[src/hdl/timer16_pkg.sv]
// Package of constants and types for the 16-bit compare timer.
`default_nettype none
package timer16_pkg;
  // ----------------------------------------------------------------------
  // Register offsets
  // ----------------------------------------------------------------------
  localparam logic [3:0] OFF_CONTROL_A = 4'h0;
  localparam logic [3:0] OFF_CONTROL_B = 4'h1;
  localparam logic [3:0] OFF_CONTROL_C = 4'h2;
  localparam logic [3:0] OFF_COUNTER   = 4'h3;
  localparam logic [3:0] OFF_COMPARE_A = 4'h4;
  localparam logic [3:0] OFF_COMPARE_B = 4'h5;
  localparam logic [3:0] OFF_CAPTURE   = 4'h6;
  localparam logic [3:0] OFF_FLAGS     = 4'h7;
  localparam logic [3:0] OFF_PORT      = 4'h8;
  // ----------------------------------------------------------------------
  // Field positions
  // ----------------------------------------------------------------------
  localparam int ACT_A_LSB  = 6;
  localparam int ACT_B_LSB  = 4;
  localparam int WGM_LO_LSB = 0;
  localparam int WGM_HI_LSB = 3;
  localparam int CS_LSB     = 0;
  localparam int FOC_A_BIT  = 7;
  localparam int FOC_B_BIT  = 6;
  localparam int FLAG_OVF   = 0;
  localparam int FLAG_CMPA  = 1;
  localparam int FLAG_CMPB  = 2;
  localparam int FLAG_CAP   = 5;
  localparam int PORT_DIR_A = 0;
  localparam int PORT_DIR_B = 1;
  localparam int PORT_OUT_A = 2;
  localparam int PORT_OUT_B = 3;
  // ----------------------------------------------------------------------
  // Reset values and codes
  // ----------------------------------------------------------------------
  localparam logic [15:0] COUNT_ZERO = 16'h0000;
  localparam logic [15:0] COUNT_MAX  = 16'hFFFF;
  localparam logic [3:0]  WGM_NORMAL = 4'h0;
  localparam logic [3:0]  WGM_CTC_A  = 4'h4;
  localparam logic [3:0]  WGM_CTC_I  = 4'hC;
  localparam logic [1:0]  ACT_NONE   = 2'h0;
  localparam logic [1:0]  ACT_TOGGLE = 2'h1;
  localparam logic [1:0]  ACT_CLEAR  = 2'h2;
  localparam logic [1:0]  ACT_SET    = 2'h3;
  localparam logic [9:0]  DIV_8      = 10'h007;
  localparam logic [9:0]  DIV_64     = 10'h03F;
  localparam logic [9:0]  DIV_256    = 10'h0FF;
  localparam logic [9:0]  DIV_1024   = 10'h3FF;
  // ----------------------------------------------------------------------
  // Types
  // ----------------------------------------------------------------------
  typedef struct packed {
    logic [3:0]  addr;
    logic [15:0] wdata;
    logic        wr;
    logic        rd;
  } bus_req_t;
  typedef struct packed {
    logic dir_a;
    logic dir_b;
    logic port_a;
    logic port_b;
  } port_cfg_t;
endpackage : timer16_pkg
`default_nettype wire

[src/hdl/timer16_compare_output.sv]
// Timer core with normal and clear-on-match counting and compare outputs.
// How it works
// Reset clears both compare-output state bits to zero.
// Nonzero action field swaps port output value for compare-output state.
// Direction bit alone enables the pin driver, also during override.
// Force strobe may preload the state while the pin driver is still off.
// Reserved action codes in unsupported modes perform no waveform action.
// Action field never touches capture logic.
// Action zero leaves the state unchanged on match.
// New action field value acts only at the next compare match.
// Force strobe in non-PWM modes applies the action at once.
// Count sequence depends on the waveform mode field; clock select sets the tick rate and stops counting at 0.
// Non-PWM actions toggle, clear or set; in other modes every code holds the state.
// Mode 0x0 counts up only and wraps 0xFFFF to 0x0000.
// Overflow flag sets when the counter passes 0xFFFF; acknowledge or a flag write clears it.
// Overflow flag clears on interrupt acknowledge.
// Counter writes are accepted at any time in normal mode.
// Clear-on-match resets at top: compare A for 0x4, capture for 0xC.
// Reaching top raises compare A flag or capture flag accordingly.
// Top is not buffered; a low top makes counter wrap first.
// Action 0x1 on channel A toggles the state on every match.
// Toggle period is 2 times N times one plus compare A clocks.
// Overflow flag sets when counter passes maximum to 0x0000.
// Compare flag sets on the timer tick after the match; compare A in mode 0x4 already sets at the match.
// Forced compare changes only the state, not flags or counter.
// A counter write blocks matches on the next timer tick.
// Action 0x2 clears and 0x3 sets the state on match.
// Matching compares all sixteen counter bits every timer tick.
`default_nettype none
module timer16_compare_output (
  // Clock and reset
  input  wire logic        clock,
  input  wire logic        sys_rst,
  // Register port
  input  wire logic [3:0]  reg_addr,
  input  wire logic [15:0] reg_wdata,
  input  wire logic        reg_wr,
  input  wire logic        reg_rd,
  output logic      [15:0] reg_rdata,
  // Interrupt acknowledges
  input  wire logic        overflow_ack,
  input  wire logic        compare_a_ack,
  input  wire logic        compare_b_ack,
  input  wire logic        capture_ack,
  // Capture event
  input  wire logic        capture_event,
  // Pins
  output logic             pin_a_out,
  output logic             pin_a_oe,
  output logic             pin_b_out,
  output logic             pin_b_oe
);
  // ----------------------------------------------------------------------
  // Registers
  // ----------------------------------------------------------------------
  timer16_pkg::bus_req_t  req;
  timer16_pkg::port_cfg_t port_reg;
  logic [7:0]  timer_control_a_reg;
  logic [7:0]  timer_control_b_reg;
  logic [15:0] counter_value_reg;
  logic [15:0] compare_value_a_reg;
  logic [15:0] compare_value_b_reg;
  logic [15:0] capture_value_reg;
  logic        overflow_flag_reg;
  logic        compare_a_flag_reg;
  logic        compare_b_flag_reg;
  logic        capture_flag_reg;
  logic        compare_output_state_a_reg;
  logic        compare_output_state_b_reg;
  logic        match_a_pend_reg;
  logic        match_b_pend_reg;
  logic        block_reg;
  logic [9:0]  presc_reg;
  assign req = '{addr: reg_addr, wdata: reg_wdata, wr: reg_wr, rd: reg_rd};
  logic [3:0] waveform_mode_select;
  logic [1:0] compare_output_action_a;
  logic [1:0] compare_output_action_b;
  logic [2:0] clock_select;
  assign waveform_mode_select = {timer_control_b_reg[timer16_pkg::WGM_HI_LSB +: 2],
                                 timer_control_a_reg[timer16_pkg::WGM_LO_LSB +: 2]};
  assign compare_output_action_a = timer_control_a_reg[timer16_pkg::ACT_A_LSB +: 2];
  assign compare_output_action_b = timer_control_a_reg[timer16_pkg::ACT_B_LSB +: 2];
  assign clock_select = timer_control_b_reg[timer16_pkg::CS_LSB +: 3];

  // Write strobes.
  logic wr_ctl_a, wr_ctl_b, wr_ctl_c, wr_cnt, wr_cmp_a, wr_cmp_b, wr_cap, wr_flags, wr_port;
  assign wr_ctl_a = req.wr && req.addr == timer16_pkg::OFF_CONTROL_A;
  assign wr_ctl_b = req.wr && req.addr == timer16_pkg::OFF_CONTROL_B;
  assign wr_ctl_c = req.wr && req.addr == timer16_pkg::OFF_CONTROL_C;
  assign wr_cnt   = req.wr && req.addr == timer16_pkg::OFF_COUNTER;
  assign wr_cmp_a = req.wr && req.addr == timer16_pkg::OFF_COMPARE_A;
  assign wr_cmp_b = req.wr && req.addr == timer16_pkg::OFF_COMPARE_B;
  assign wr_cap   = req.wr && req.addr == timer16_pkg::OFF_CAPTURE;
  assign wr_flags = req.wr && req.addr == timer16_pkg::OFF_FLAGS;
  assign wr_port  = req.wr && req.addr == timer16_pkg::OFF_PORT;

  // ----------------------------------------------------------------------
  // Mode decode and helpers
  // ----------------------------------------------------------------------
  logic mode_normal, mode_ctc_a, mode_ctc_i, mode_non_pwm;
  assign mode_normal  = waveform_mode_select == timer16_pkg::WGM_NORMAL;
  assign mode_ctc_a   = waveform_mode_select == timer16_pkg::WGM_CTC_A;
  assign mode_ctc_i   = waveform_mode_select == timer16_pkg::WGM_CTC_I;
  assign mode_non_pwm = mode_normal || mode_ctc_a || mode_ctc_i;

  // Next output state for an action; PWM waveforms are not built here, so
  // in the other modes every code holds the state.
  function automatic logic apply_action(input logic [1:0] act, input logic cur,
                                        input logic non_pwm);
    logic res;
    res = cur;
    if (non_pwm && act == timer16_pkg::ACT_TOGGLE) begin
      res = !cur;
    end else if (non_pwm && act == timer16_pkg::ACT_CLEAR) begin
      res = 1'b0;
    end else if (non_pwm && act == timer16_pkg::ACT_SET) begin
      res = 1'b1;
    end
    return res;
  endfunction : apply_action

  // ----------------------------------------------------------------------
  // Prescaler
  // ----------------------------------------------------------------------
  // The divider runs only while a divided clock is selected, so the first
  // tick after start lands a full period later.
  logic [9:0] div_limit;
  logic       running;
  logic       tick;
  always_comb begin
    div_limit = 10'h000;
    if (clock_select == 3'h2) begin
      div_limit = timer16_pkg::DIV_8;
    end else if (clock_select == 3'h3) begin
      div_limit = timer16_pkg::DIV_64;
    end else if (clock_select == 3'h4) begin
      div_limit = timer16_pkg::DIV_256;
    end else if (clock_select == 3'h5) begin
      div_limit = timer16_pkg::DIV_1024;
    end
  end
  assign running = clock_select != 3'h0 && clock_select <= 3'h5;
  assign tick    = running && presc_reg >= div_limit;

  always_ff @(posedge clock) begin
    if (sys_rst || !running || tick) begin
      presc_reg <= 10'h000;
    end else begin
      presc_reg <= presc_reg + 10'h001;
    end
  end

  // ----------------------------------------------------------------------
  // Counter
  // ----------------------------------------------------------------------
  logic [15:0] top_value;
  logic        match_a, match_b, at_top, ctc_mode;
  assign ctc_mode  = mode_ctc_a || mode_ctc_i;
  assign top_value = mode_ctc_i ? capture_value_reg : compare_value_a_reg;
  assign match_a   = tick && !block_reg && counter_value_reg == compare_value_a_reg;
  assign match_b   = tick && !block_reg && counter_value_reg == compare_value_b_reg;
  assign at_top    = tick && !block_reg && ctc_mode && counter_value_reg == top_value;

  always_ff @(posedge clock) begin
    if (sys_rst) begin
      counter_value_reg <= timer16_pkg::COUNT_ZERO;
    end else if (wr_cnt) begin
      counter_value_reg <= req.wdata;
    end else if (at_top) begin
      counter_value_reg <= timer16_pkg::COUNT_ZERO;
    end else if (tick) begin
      counter_value_reg <= counter_value_reg + 16'h0001;
    end
  end

  // A counter write masks matches until the next timer tick has passed.
  always_ff @(posedge clock) begin
    if (sys_rst) begin
      block_reg <= 1'b0;
    end else if (wr_cnt) begin
      block_reg <= 1'b1;
    end else if (tick) begin
      block_reg <= 1'b0;
    end
  end

  // ----------------------------------------------------------------------
  // Configuration registers
  // ----------------------------------------------------------------------
  always_ff @(posedge clock) begin
    if (sys_rst) begin
      timer_control_a_reg <= 8'h00;
      timer_control_b_reg <= 8'h00;
      compare_value_a_reg <= timer16_pkg::COUNT_ZERO;
      compare_value_b_reg <= timer16_pkg::COUNT_ZERO;
      port_reg            <= '0;
    end else begin
      if (wr_ctl_a) begin
        timer_control_a_reg <= req.wdata[7:0];
      end
      if (wr_ctl_b) begin
        timer_control_b_reg <= req.wdata[7:0];
      end
      if (wr_cmp_a) begin
        compare_value_a_reg <= req.wdata;
      end
      if (wr_cmp_b) begin
        compare_value_b_reg <= req.wdata;
      end
      if (wr_port) begin
        port_reg.dir_a  <= req.wdata[timer16_pkg::PORT_DIR_A];
        port_reg.dir_b  <= req.wdata[timer16_pkg::PORT_DIR_B];
        port_reg.port_a <= req.wdata[timer16_pkg::PORT_OUT_A];
        port_reg.port_b <= req.wdata[timer16_pkg::PORT_OUT_B];
      end
    end
  end

  // Capture register: software write or capture event, action field unused.
  always_ff @(posedge clock) begin
    if (sys_rst) begin
      capture_value_reg <= timer16_pkg::COUNT_ZERO;
    end else if (wr_cap) begin
      capture_value_reg <= req.wdata;
    end else if (capture_event && !mode_ctc_i) begin
      capture_value_reg <= counter_value_reg;
    end
  end

  // ----------------------------------------------------------------------
  // Flags
  // ----------------------------------------------------------------------
  // Compare flags set one timer tick after the match (compare A in mode 0x4 already at the match); a pending bit holds it.
  always_ff @(posedge clock) begin
    if (sys_rst) begin
      match_a_pend_reg <= 1'b0;
      match_b_pend_reg <= 1'b0;
    end else if (tick) begin
      match_a_pend_reg <= match_a;
      match_b_pend_reg <= match_b;
    end
  end

  logic ovf_set, cmpa_set, cmpb_set, cap_set;
  assign ovf_set  = tick && counter_value_reg == timer16_pkg::COUNT_MAX;
  assign cmpa_set = (tick && match_a_pend_reg) || (at_top && mode_ctc_a);
  assign cmpb_set = tick && match_b_pend_reg;
  assign cap_set  = (capture_event && !mode_ctc_i) || (at_top && mode_ctc_i);

  // Set wins over a clear arriving in the same cycle.
  always_ff @(posedge clock) begin
    if (sys_rst) begin
      overflow_flag_reg  <= 1'b0;
      compare_a_flag_reg <= 1'b0;
      compare_b_flag_reg <= 1'b0;
      capture_flag_reg   <= 1'b0;
    end else begin
      if (ovf_set) begin
        overflow_flag_reg <= 1'b1;
      end else if (overflow_ack || (wr_flags && req.wdata[timer16_pkg::FLAG_OVF])) begin
        overflow_flag_reg <= 1'b0;
      end
      if (cmpa_set) begin
        compare_a_flag_reg <= 1'b1;
      end else if (compare_a_ack || (wr_flags && req.wdata[timer16_pkg::FLAG_CMPA])) begin
        compare_a_flag_reg <= 1'b0;
      end
      if (cmpb_set) begin
        compare_b_flag_reg <= 1'b1;
      end else if (compare_b_ack || (wr_flags && req.wdata[timer16_pkg::FLAG_CMPB])) begin
        compare_b_flag_reg <= 1'b0;
      end
      if (cap_set) begin
        capture_flag_reg <= 1'b1;
      end else if (capture_ack || (wr_flags && req.wdata[timer16_pkg::FLAG_CAP])) begin
        capture_flag_reg <= 1'b0;
      end
    end
  end

  // ----------------------------------------------------------------------
  // Compare-output state
  // ----------------------------------------------------------------------
  // The action field is read live at the match, so a new value first acts
  // on the next match after the write.
  logic force_a, force_b;
  assign force_a = wr_ctl_c && req.wdata[timer16_pkg::FOC_A_BIT] && mode_non_pwm;
  assign force_b = wr_ctl_c && req.wdata[timer16_pkg::FOC_B_BIT] && mode_non_pwm;

  always_ff @(posedge clock) begin
    if (sys_rst) begin
      compare_output_state_a_reg <= 1'b0;
      compare_output_state_b_reg <= 1'b0;
    end else begin
      if (match_a || force_a) begin
        compare_output_state_a_reg <= apply_action(compare_output_action_a,
          compare_output_state_a_reg, mode_non_pwm);
      end
      if (match_b || force_b) begin
        compare_output_state_b_reg <= apply_action(compare_output_action_b,
          compare_output_state_b_reg, mode_non_pwm);
      end
    end
  end

  // ----------------------------------------------------------------------
  // Pin override
  // ----------------------------------------------------------------------
  assign pin_a_out = (compare_output_action_a != timer16_pkg::ACT_NONE) ?
                     compare_output_state_a_reg : port_reg.port_a;
  assign pin_b_out = (compare_output_action_b != timer16_pkg::ACT_NONE) ?
                     compare_output_state_b_reg : port_reg.port_b;
  assign pin_a_oe  = port_reg.dir_a;
  assign pin_b_oe  = port_reg.dir_b;

  // ----------------------------------------------------------------------
  // Read port
  // ----------------------------------------------------------------------
  always_ff @(posedge clock) begin
    if (sys_rst) begin
      reg_rdata <= 16'h0000;
    end else if (!req.rd) begin
      reg_rdata <= 16'h0000;
    end else if (req.addr == timer16_pkg::OFF_CONTROL_A) begin
      reg_rdata <= {8'h00, timer_control_a_reg};
    end else if (req.addr == timer16_pkg::OFF_CONTROL_B) begin
      reg_rdata <= {8'h00, timer_control_b_reg};
    end else if (req.addr == timer16_pkg::OFF_COUNTER) begin
      reg_rdata <= counter_value_reg;
    end else if (req.addr == timer16_pkg::OFF_COMPARE_A) begin
      reg_rdata <= compare_value_a_reg;
    end else if (req.addr == timer16_pkg::OFF_COMPARE_B) begin
      reg_rdata <= compare_value_b_reg;
    end else if (req.addr == timer16_pkg::OFF_CAPTURE) begin
      reg_rdata <= capture_value_reg;
    end else if (req.addr == timer16_pkg::OFF_FLAGS) begin
      reg_rdata <= {10'h000, capture_flag_reg, 2'h0, compare_b_flag_reg,
                    compare_a_flag_reg, overflow_flag_reg};
    end else if (req.addr == timer16_pkg::OFF_PORT) begin
      reg_rdata <= {10'h000, compare_output_state_b_reg, compare_output_state_a_reg,
                    port_reg.port_b, port_reg.port_a, port_reg.dir_b, port_reg.dir_a};
    end else begin
      reg_rdata <= 16'h0000;
    end
  end

  // ----------------------------------------------------------------------
  // Checks
  // ----------------------------------------------------------------------
  property p_reset_state;
    @(posedge clock) sys_rst |=> !compare_output_state_a_reg && !compare_output_state_b_reg;
  endproperty
  a_reset_state: assert property (p_reset_state) else $error("state not cleared");
  property p_override;
    @(posedge clock) disable iff (sys_rst)
      compare_output_action_a != 2'h0 |-> pin_a_out == compare_output_state_a_reg;
  endproperty
  a_override: assert property (p_override) else $error("override missing");
  property p_wrap;
    @(posedge clock) disable iff (sys_rst)
      tick && mode_normal && !wr_cnt && counter_value_reg == 16'hFFFF
      |=> counter_value_reg == 16'h0000 && overflow_flag_reg;
  endproperty
  a_wrap: assert property (p_wrap) else $error("wrap or overflow wrong");
  property p_ctc_clear;
    @(posedge clock) disable iff (sys_rst)
      at_top && !wr_cnt |=> counter_value_reg == 16'h0000;
  endproperty
  a_ctc_clear: assert property (p_ctc_clear) else $error("no clear at top");
  property p_toggle;
    @(posedge clock) disable iff (sys_rst)
      match_a && mode_ctc_a && compare_output_action_a == 2'h1
      |=> compare_output_state_a_reg != $past(compare_output_state_a_reg);
  endproperty
  a_toggle: assert property (p_toggle) else $error("no toggle");
  property p_block;
    @(posedge clock) disable iff (sys_rst)
      wr_cnt |=> !match_a && !match_b;
  endproperty
  a_block: assert property (p_block) else $error("match not blocked");
  property p_force_no_flag;
    @(posedge clock) disable iff (sys_rst)
      force_a && !tick |=> $stable(compare_a_flag_reg) || !compare_a_flag_reg;
  endproperty
  a_force_no_flag: assert property (p_force_no_flag) else $error("force set flag");
  // The pending bit carries a match to the next tick, however many clocks that takes.
  property p_flag_delay;
    @(posedge clock) disable iff (sys_rst) tick && match_a_pend_reg |=> compare_a_flag_reg;
  endproperty
  a_flag_delay: assert property (p_flag_delay) else $error("late flag");
  property p_action_zero;
    @(posedge clock) disable iff (sys_rst)
      match_b && compare_output_action_b == 2'h0 |=> $stable(compare_output_state_b_reg);
  endproperty
  a_action_zero: assert property (p_action_zero) else $error("state moved");
endmodule : timer16_compare_output
`default_nettype wire

[config.mk]
export PLATFORM = sky130hd
export DESIGN_NAME = timer16_compare_output
export DESIGN_NICKNAME = d
export VERILOG_FILES = /design/src/hdl/timer16_pkg.sv /design/src/hdl/timer16_compare_output.sv
export SDC_FILE = /design/constraint.sdc
export NUM_CORES = 1
export LEC_CHECK = 0
export BUFFER_PORTS_ARGS = -buffer_cell sky130_fd_sc_hd__buf_2
export CAP_MARGIN = 20
export CORE_UTILIZATION = 30
export DETAILED_ROUTE_END_ITERATION = 7
export HOLD_SLACK_MARGIN = 0.05
export PLACE_DENSITY = 0.53
export SETUP_SLACK_MARGIN = 0.4
export SLEW_MARGIN = 0
export SYNTH_ARGS = -nofsm -noshare
export SYNTH_HDL_FRONTEND = slang
export SYNTH_SLANG_ARGS = --single-unit
[constraint.sdc]
create_clock -name clock -period 3.06 [get_ports clock]
set_clock_uncertainty 0.15 [all_clocks]
set_input_delay 0.459 -clock clock [delete_from_list [all_inputs] [get_ports clock]]
set_output_delay 0.459 -clock clock [all_outputs]
set_load 0.02 [all_outputs]
== Word-level counts from Yosys, hierarchy flattened ==
Cells that the tools add are included.

* Equality and inequality tests: 24
* Muxes and demuxes: 36
* Bitwise gates (word level): 1
* Reduce and logical (&&, ||, !) cells: 72
* Add/subtract/negate cells: 2
* $lt $le $gt $ge: 2

{| class="wikitable"
|+ Operator list
! operator !! number
|-
| $mux 16 || 10
|-
| $eq 16x16->1 || 3
|-
| $mux 10 || 4
|-
| $logic_and 1x1->1 || 36
|-
| $eq 4x3->1 const B || 5
|-
| $mux 1 || 18
|-
| $add 16x1->16 const B || 1
|-
| $eq 16x16->1 const B || 1
|-
| $mux 8 || 2
|-
| $reduce_bool 2->1 || 8
|-
| $logic_or 1x1->1 || 13
|-
| $mux 6 || 2
|-
| $reduce_bool 3->1 || 4
|-
| $add 10x1->10 const B || 1
|-
| $ge 10x10->1 || 1
|-
| $eq 2x2->1 const B || 4
|-
| $eq 4x2->1 const B || 2
|-
| $eq 4x4->1 const B || 2
|-
| $logic_not 4->1 || 2
|-
| $eq 3x2->1 const B || 2
|-
| $eq 3x3->1 const B || 2
|-
| $logic_not 1->1 || 5
|-
| $eq 2x1->1 const B || 2
|-
| $eq 4x1->1 const B || 1
|-
| other kinds (5) || 6
|}

* Register bits: 119
* Output and inout port bits: 20
* Word-level logic and storage cells: 159
* Input port bits: 29

== Logic depth before layout (Yosys ltp) ==
* Depth after elaboration: 13
* Mapped depth: 13
* Gate-level depth less buffers: 10

== Least setup slack after synthesis ==
Ideal clock, no wire load.

* Path type: reg2reg
* Start: register timer_control_b_reg[2]
* End: register counter_value_reg[10]
* Buffers on the path: 3
* Required time: 2.789 ns
* Period minus slack after synthesis: 3.154 ns
* Data arrival time: 2.883 ns
* Setup time: 0.121 ns
* Cell stages (with the launch flop): 14
* Setup slack: -0.094 ns
* Cell sequence: dfxtp_1 nor2b_1 a21oi_1 ha_1 and3_1 a221oi_1 or2_2 clkbuf_1 a211o_1 or4b_4 buf_6 buf_6 a32oi_1 nand2_1

* Word-level cells in the longest chain between the ends: 12
* Elaborated cells on any way between the ends: 19
* Those cells by class: order compare: 2; eq/ne: 4; mux: 6; reduce/logical: 7

{| class="wikitable"
|+ RTL lines
! element !! line !! source
|-
| start: declaration || timer16_compare_output.sv:59 || <nowiki>logic [7:0] timer_control_b_reg;</nowiki>
|-
| start signal: assignment || timer16_compare_output.sv:202 || <nowiki>timer_control_b_reg <= req.wdata[7:0];</nowiki>
|-
| $eq 3x3->1 || timer16_compare_output.sv:138 || <nowiki>end else if (clock_select == 3'h5) begin</nowiki>
|-
| $mux 10 || timer16_compare_output.sv:138 ||
|-
| $mux 10 || timer16_compare_output.sv:136 || <nowiki>end else if (clock_select == 3'h4) begin</nowiki>
|-
| $mux 10 || timer16_compare_output.sv:134 || <nowiki>end else if (clock_select == 3'h3) begin</nowiki>
|-
| $mux 10 || timer16_compare_output.sv:132 || <nowiki>if (clock_select == 3'h2) begin</nowiki>
|-
| $ge 10x10->1 || timer16_compare_output.sv:143 || <nowiki>assign tick = running && presc_reg >= div_limit;</nowiki>
|-
| $logic_and 1x1->1 * || timer16_compare_output.sv:143 ||
|-
| $logic_and 1x1->1 (3 in a row) || timer16_compare_output.sv:162 || <nowiki>assign at_top = tick && !block_reg && ctc_mode && counter_value_reg == top_value;</nowiki>
|-
| $mux 16 || timer16_compare_output.sv:169 || <nowiki>end else if (at_top) begin</nowiki>
|-
| $mux 16 || timer16_compare_output.sv:167 || <nowiki>end else if (wr_cnt) begin</nowiki>
|-
| end signal: assignment || timer16_compare_output.sv:166 || <nowiki>counter_value_reg <= timer16_pkg::COUNT_ZERO;</nowiki>
|-
| end signal: assignment || timer16_compare_output.sv:168 || <nowiki>counter_value_reg <= req.wdata;</nowiki>
|-
| end signal: assignment || timer16_compare_output.sv:170 || <nowiki>counter_value_reg <= timer16_pkg::COUNT_ZERO;</nowiki>
|-
| end: declaration || timer16_compare_output.sv:60 || <nowiki>logic [15:0] counter_value_reg;</nowiki>
|}

Mark *: on every way between the ends. The rest lies on a longest branch, timed or not.
A chain may end at the register's enable or synchronous reset.

== Worst setup path after layout ==
* Start: register timer_control_b_reg[2]
* End: register compare_a_flag_reg

* Word-level cells in the longest chain between the ends: 13
* Elaborated cells on any way between the ends: 21
* Those cells by class: order compare: 2; eq/ne: 4; mux: 5; reduce/logical: 10

{| class="wikitable"
|+ RTL lines
! element !! line !! source
|-
| $eq 3x3->1 || timer16_compare_output.sv:138 ||
|-
| $mux 10 || timer16_compare_output.sv:138 ||
|-
| $mux 10 || timer16_compare_output.sv:136 ||
|-
| $mux 10 || timer16_compare_output.sv:134 ||
|-
| $mux 10 || timer16_compare_output.sv:132 ||
|-
| $ge 10x10->1 || timer16_compare_output.sv:143 ||
|-
| $logic_and 1x1->1 * || timer16_compare_output.sv:143 ||
|-
| $logic_and 1x1->1 (3 in a row) || timer16_compare_output.sv:162 ||
|-
| $logic_and 1x1->1 || timer16_compare_output.sv:246 || <nowiki>assign cmpa_set = (tick && match_a_pend_reg) || (at_top && mode_ctc_a);</nowiki>
|-
| $logic_or 1x1->1 * || timer16_compare_output.sv:246 ||
|-
| $mux 1 / $reduce_bool 2->1 (equally long branches) || - ||
|-
| end signal: assignment || timer16_compare_output.sv:254 || <nowiki>compare_a_flag_reg <= 1'b0;</nowiki>
|-
| end signal: assignment || timer16_compare_output.sv:264 || <nowiki>compare_a_flag_reg <= 1'b1;</nowiki>
|-
| end signal: assignment || timer16_compare_output.sv:266 || <nowiki>compare_a_flag_reg <= 1'b0;</nowiki>
|-
| end: declaration || timer16_compare_output.sv:65 || <nowiki>logic compare_a_flag_reg;</nowiki>
|}

Marked as above.

==> reports/metrics.sh <==
MAX-VDD-IR-DROP_mV=0.350
SYNTH_TOP_FAMILY_BY_AREA='simple AND/OR/NAND/NOR gates'
DRT_WL_TOTAL_MICRONS=24600
FIN_HOLD_WS_PS=159
GRT_REMAINING_OVERFLOW=0
FINAL_CELL_AREA_SQ_UM=8360
INITIAL_ANTENNA_VIOLATION_COUNT=0
R2R.WORST_PATH.CELLS=10
SYNTH_NETS=897
CRIT_PATH_START='timer_control_b_reg[2]$_SDFFE_PP0P_'
DPL-INSTANCE-AREA_SQ_UM=7490
MET3_LENGTH_MICRONS=1680
DR.MAX_LAYER_USED='met4'
FLOW.AREA_GROWTH_FROM_SYNTHESIS_PCT=23.2
FINAL_HOLD_VIOL_COUNT=0
WORST_EP_REQUIRED_PS=3260
HOLDCRITSTARTPOINT='reg_wdata[12]'
SYNTH-COMPOUND-AREA-SHARE=0.185
VIA_PER_INST=5.46
TOTAL_POWER_W=0.00424
SYNTH_AREA_LEADER_CELL='dfxtp_1'
DETAILEDROUTE.FIRSTPASSITERATIONCOUNT=6
P_LEAK_nW=3.33
ANTENNA_VIOLATING_NETS_POST_ROUTE=0
NUM_IO_PINS=49
SETUP.WORST_PATH.END_CLASS='flip-flop'
DRV_SLEW=0
OVERALL_GLOBAL_ROUTING_USAGE=0.216
HOLD-PATH-CELL-COUNT=3
FIRST_PASS_GRT_WIRE_LENGTH_MICRONS=37800
NUM-NETS-FINAL=963
LAYOUT.CELLS.NON_FILLER=1215
OUTCOME='complete, no violations'
SYNTH_ADDER_AREA_SHARE=0.0221
DRC_ERRORS=0
WORST-SLEW-PIN-TRANSITION_PS=910
GRT_MAX_DEGREE=45
CRIT_PATH_START_KIND='flip-flop'
VIA_COUNT_OF_THE_FIRST_GLOBAL_ROUTING_PASS=6248
POST_DRT_WL_PER_CELL_MICRONS=20.2
PATH_MAX_FANOUT=4
ROWS=54
PERIOD_NEEDED_PS=3040
BUFFERS_ON_PORTS=48
DRV_CAP=0
SYNTH_MUX_AREA_FRAC=0.0800
EDFF_COUNT_SYNTH=0
SYN_AREA_SQ_UM=6790
HP-CLASS='primary input to flip-flop'
SYN-MEAN-INSTANCE-AREA_SQ_UM=7.93
WORSTREG2REGSTART='timer_control_b_reg[2]$_SDFFE_PP0P_'
RSZ_0062_RAISED_AFTER_GLOBAL_ROUTING='yes'
DIE_WIDTH_MICRONS=152
CLOCK_INSERTION_DELAY_WORST_SKEW_PS=420
GP_CONGESTION=0.919
MAX_CLOCK_FREQ_GHz=0.329
ROUTEDLENGTHMET1_MICRONS=11000
FP.DIEH_MICRONS=152
SYNTH_XOR_AREA_FRAC=0.0581
SYNTHCELLS=856
INITIAL_UTILIZATION=0.308
TRITONCTS='built'
FIN_CRIT_SH=0.993
CATEGORY_OF_THE_CRITICAL_SETUP_TIMING_PATH='flip-flop to flip-flop'
CLK_PATH_BUF_DEPTH=2
WL_MET2_MICRONS=11100
H-TREE-DEPTH=4
CTS.REPORTEDPATHS.CLKPINSLEW_PS=60
SLEW-LIMIT-HEADROOM=0.392
DP_CELLS=1168
SIMPLE_GATE_SHARE_OF_THE_SYNTHESIZED_AREA=0.244
DRTITER0DRC=649
PLACEABLECOREAREA_SQ_UM=22000
DR_VIAS=6629
PWR_DENSITY_CELL_nW_PER_UM2=506
SETUP-VIOLATIONS-FINAL=0
YS_TOP_CELLS_BY_AREA='dfxtp_1, mux2i_1, a21oi_1'
YS.FLOP_TYPE='dfxtp_1'
CTS_HOLD_REPAIR.BUFFERS=0
N_ANTENNA_CELL=0
SHARE_OF_LAYOUT_CELLS_ABOVE_DRIVE_STRENGTH_1=0.198
FIN_SETUP_TNS_PS=0
POST-SYNTH-TOP-AREA-FRACTION=0.351
DP_HPWL_MICRONS=17700
YOSYS.CELL_TYPES.COUNT=67
SYNTH_SEQ_CELLS=119
FLOORPLAN.DIE_AREA_SQ_UM=23200
LAYOUT_COMMON_CELLS='dfxtp_1, nor2_1, nand2_1, a21oi_1, buf_4'
YOSYSSEQAREASHARE=0.351
CRITICAL_PATH_ARRIVAL_PS=3240
ASYNCSETRESETFLOPFRACSYNTH=0
CTS-BUFFERS-INSERTED=17
CTS_NUM_SINKS=119
MOSTFREQUENTLAYOUTCELL='dfxtp_1'
SYNTH_WARNINGS=0
CLOCK-ROOT-BUFFER='clkbuf_16'
==> metal layers <==
metal / vias up / GRT usage
met5: - / 0
met4: 0 / 0.0885
met3: 44 / 0.0458
met1: 3149 / 0.285
met2: 256 / 0.341
li1: 3180 / -
==> cells in the mapped netlist (all sizes together), types with 4 or more instances <==
| cell | instances |
|---|---|
| ha | 12 |
| nand2 | 98 |
| nand3 | 43 |
| nor3b | 4 |
| o221ai | 7 |
| a31oi | 6 |
| a2111oi | 7 |
| dfxtp | 119 |
| nor4 | 12 |
| inv | 20 |
| nor3 | 8 |
| and4 | 4 |
| xor2 | 25 |
| xnor2 | 20 |
| nor2 | 98 |
| o21ai | 28 |
| clkbuf | 55 |
| a221oi | 7 |
| nand4 | 15 |
| a211oi | 18 |
| or2b | 8 |
| and3 | 6 |
| nor2b | 8 |
| a21oi | 81 |
| a22oi | 12 |
| nand2b | 19 |
| mux2i | 52 |
| buf | 9 |
| or2 | 6 |
==> power breakdown <==
| group | total [W] | switching (W) | internal, W |
|---|---|---|---|
| Sequential | 0.00162 | 0.0000421 | 0.00158 |
| Combinational | 0.000422 | 0.000266 | 0.000156 |
| Clock | 0.00219 | 0.000766 | 0.00142 |
==> path summary, 6_finish.rpt <==
check                                               to  slack [ps]
setup / recovery       compare_a_flag_reg$_SDFFE_PP0P_          20
hold / removal    compare_value_b_reg[12]$_SDFFE_PP0P_         160
setup reg to reg       compare_a_flag_reg$_SDFFE_PP0P_          20
hold reg to reg                reg_rdata[2]$_SDFF_PP0_         320
==> per-stage QoR <==
stage,util,setup WS (ps)
after CTS,0.376,19.3
after global routing,0.380,-92.9
after global placement,0.340,9.53
after floorplan,-,57.2
final,0.380,22.8
after detailed placement,0.340,-6.17
==> area by class of cell <==
class                      instances  area [sq um]
fill                            2217         13700
sequential                       119          2390
inverter                          20          75.1
clock inverter                    12           174
tap                              280           350
multi-input combinational        651          4130
timing repair buffer             113           778
clock buffer                      20           467
==> critical path, stage by stage (launching register included) <==
cell and delay, ps:
dfxtp_4 360, nor2b_4 190, a21oi_2 70, ha_1 310, and3_4 190, nand2_2 50
o31a_4 350, a211o_1 250, or4b_4 550, or3_1 380, a21oi_1 130
==> kinds of logic after synthesis <==
kind of cell	after synthesis
and+or+nand+nor	343
AOI/OAI and AO/OA	197
DFF	119
buffers and inverters	86
muxes	54
xor gates and xnor gates	45
adders and majority gates	12
==> repair_timing <==
action,CTS,global route
cloned,1,0
pin swaps,8,8
endpoints found under the setup margin,20,25
buffers inserted,10,4
gates resized for setup,15,11
hold endpoints to repair,0,0
(Power assumes the default switching activity.)
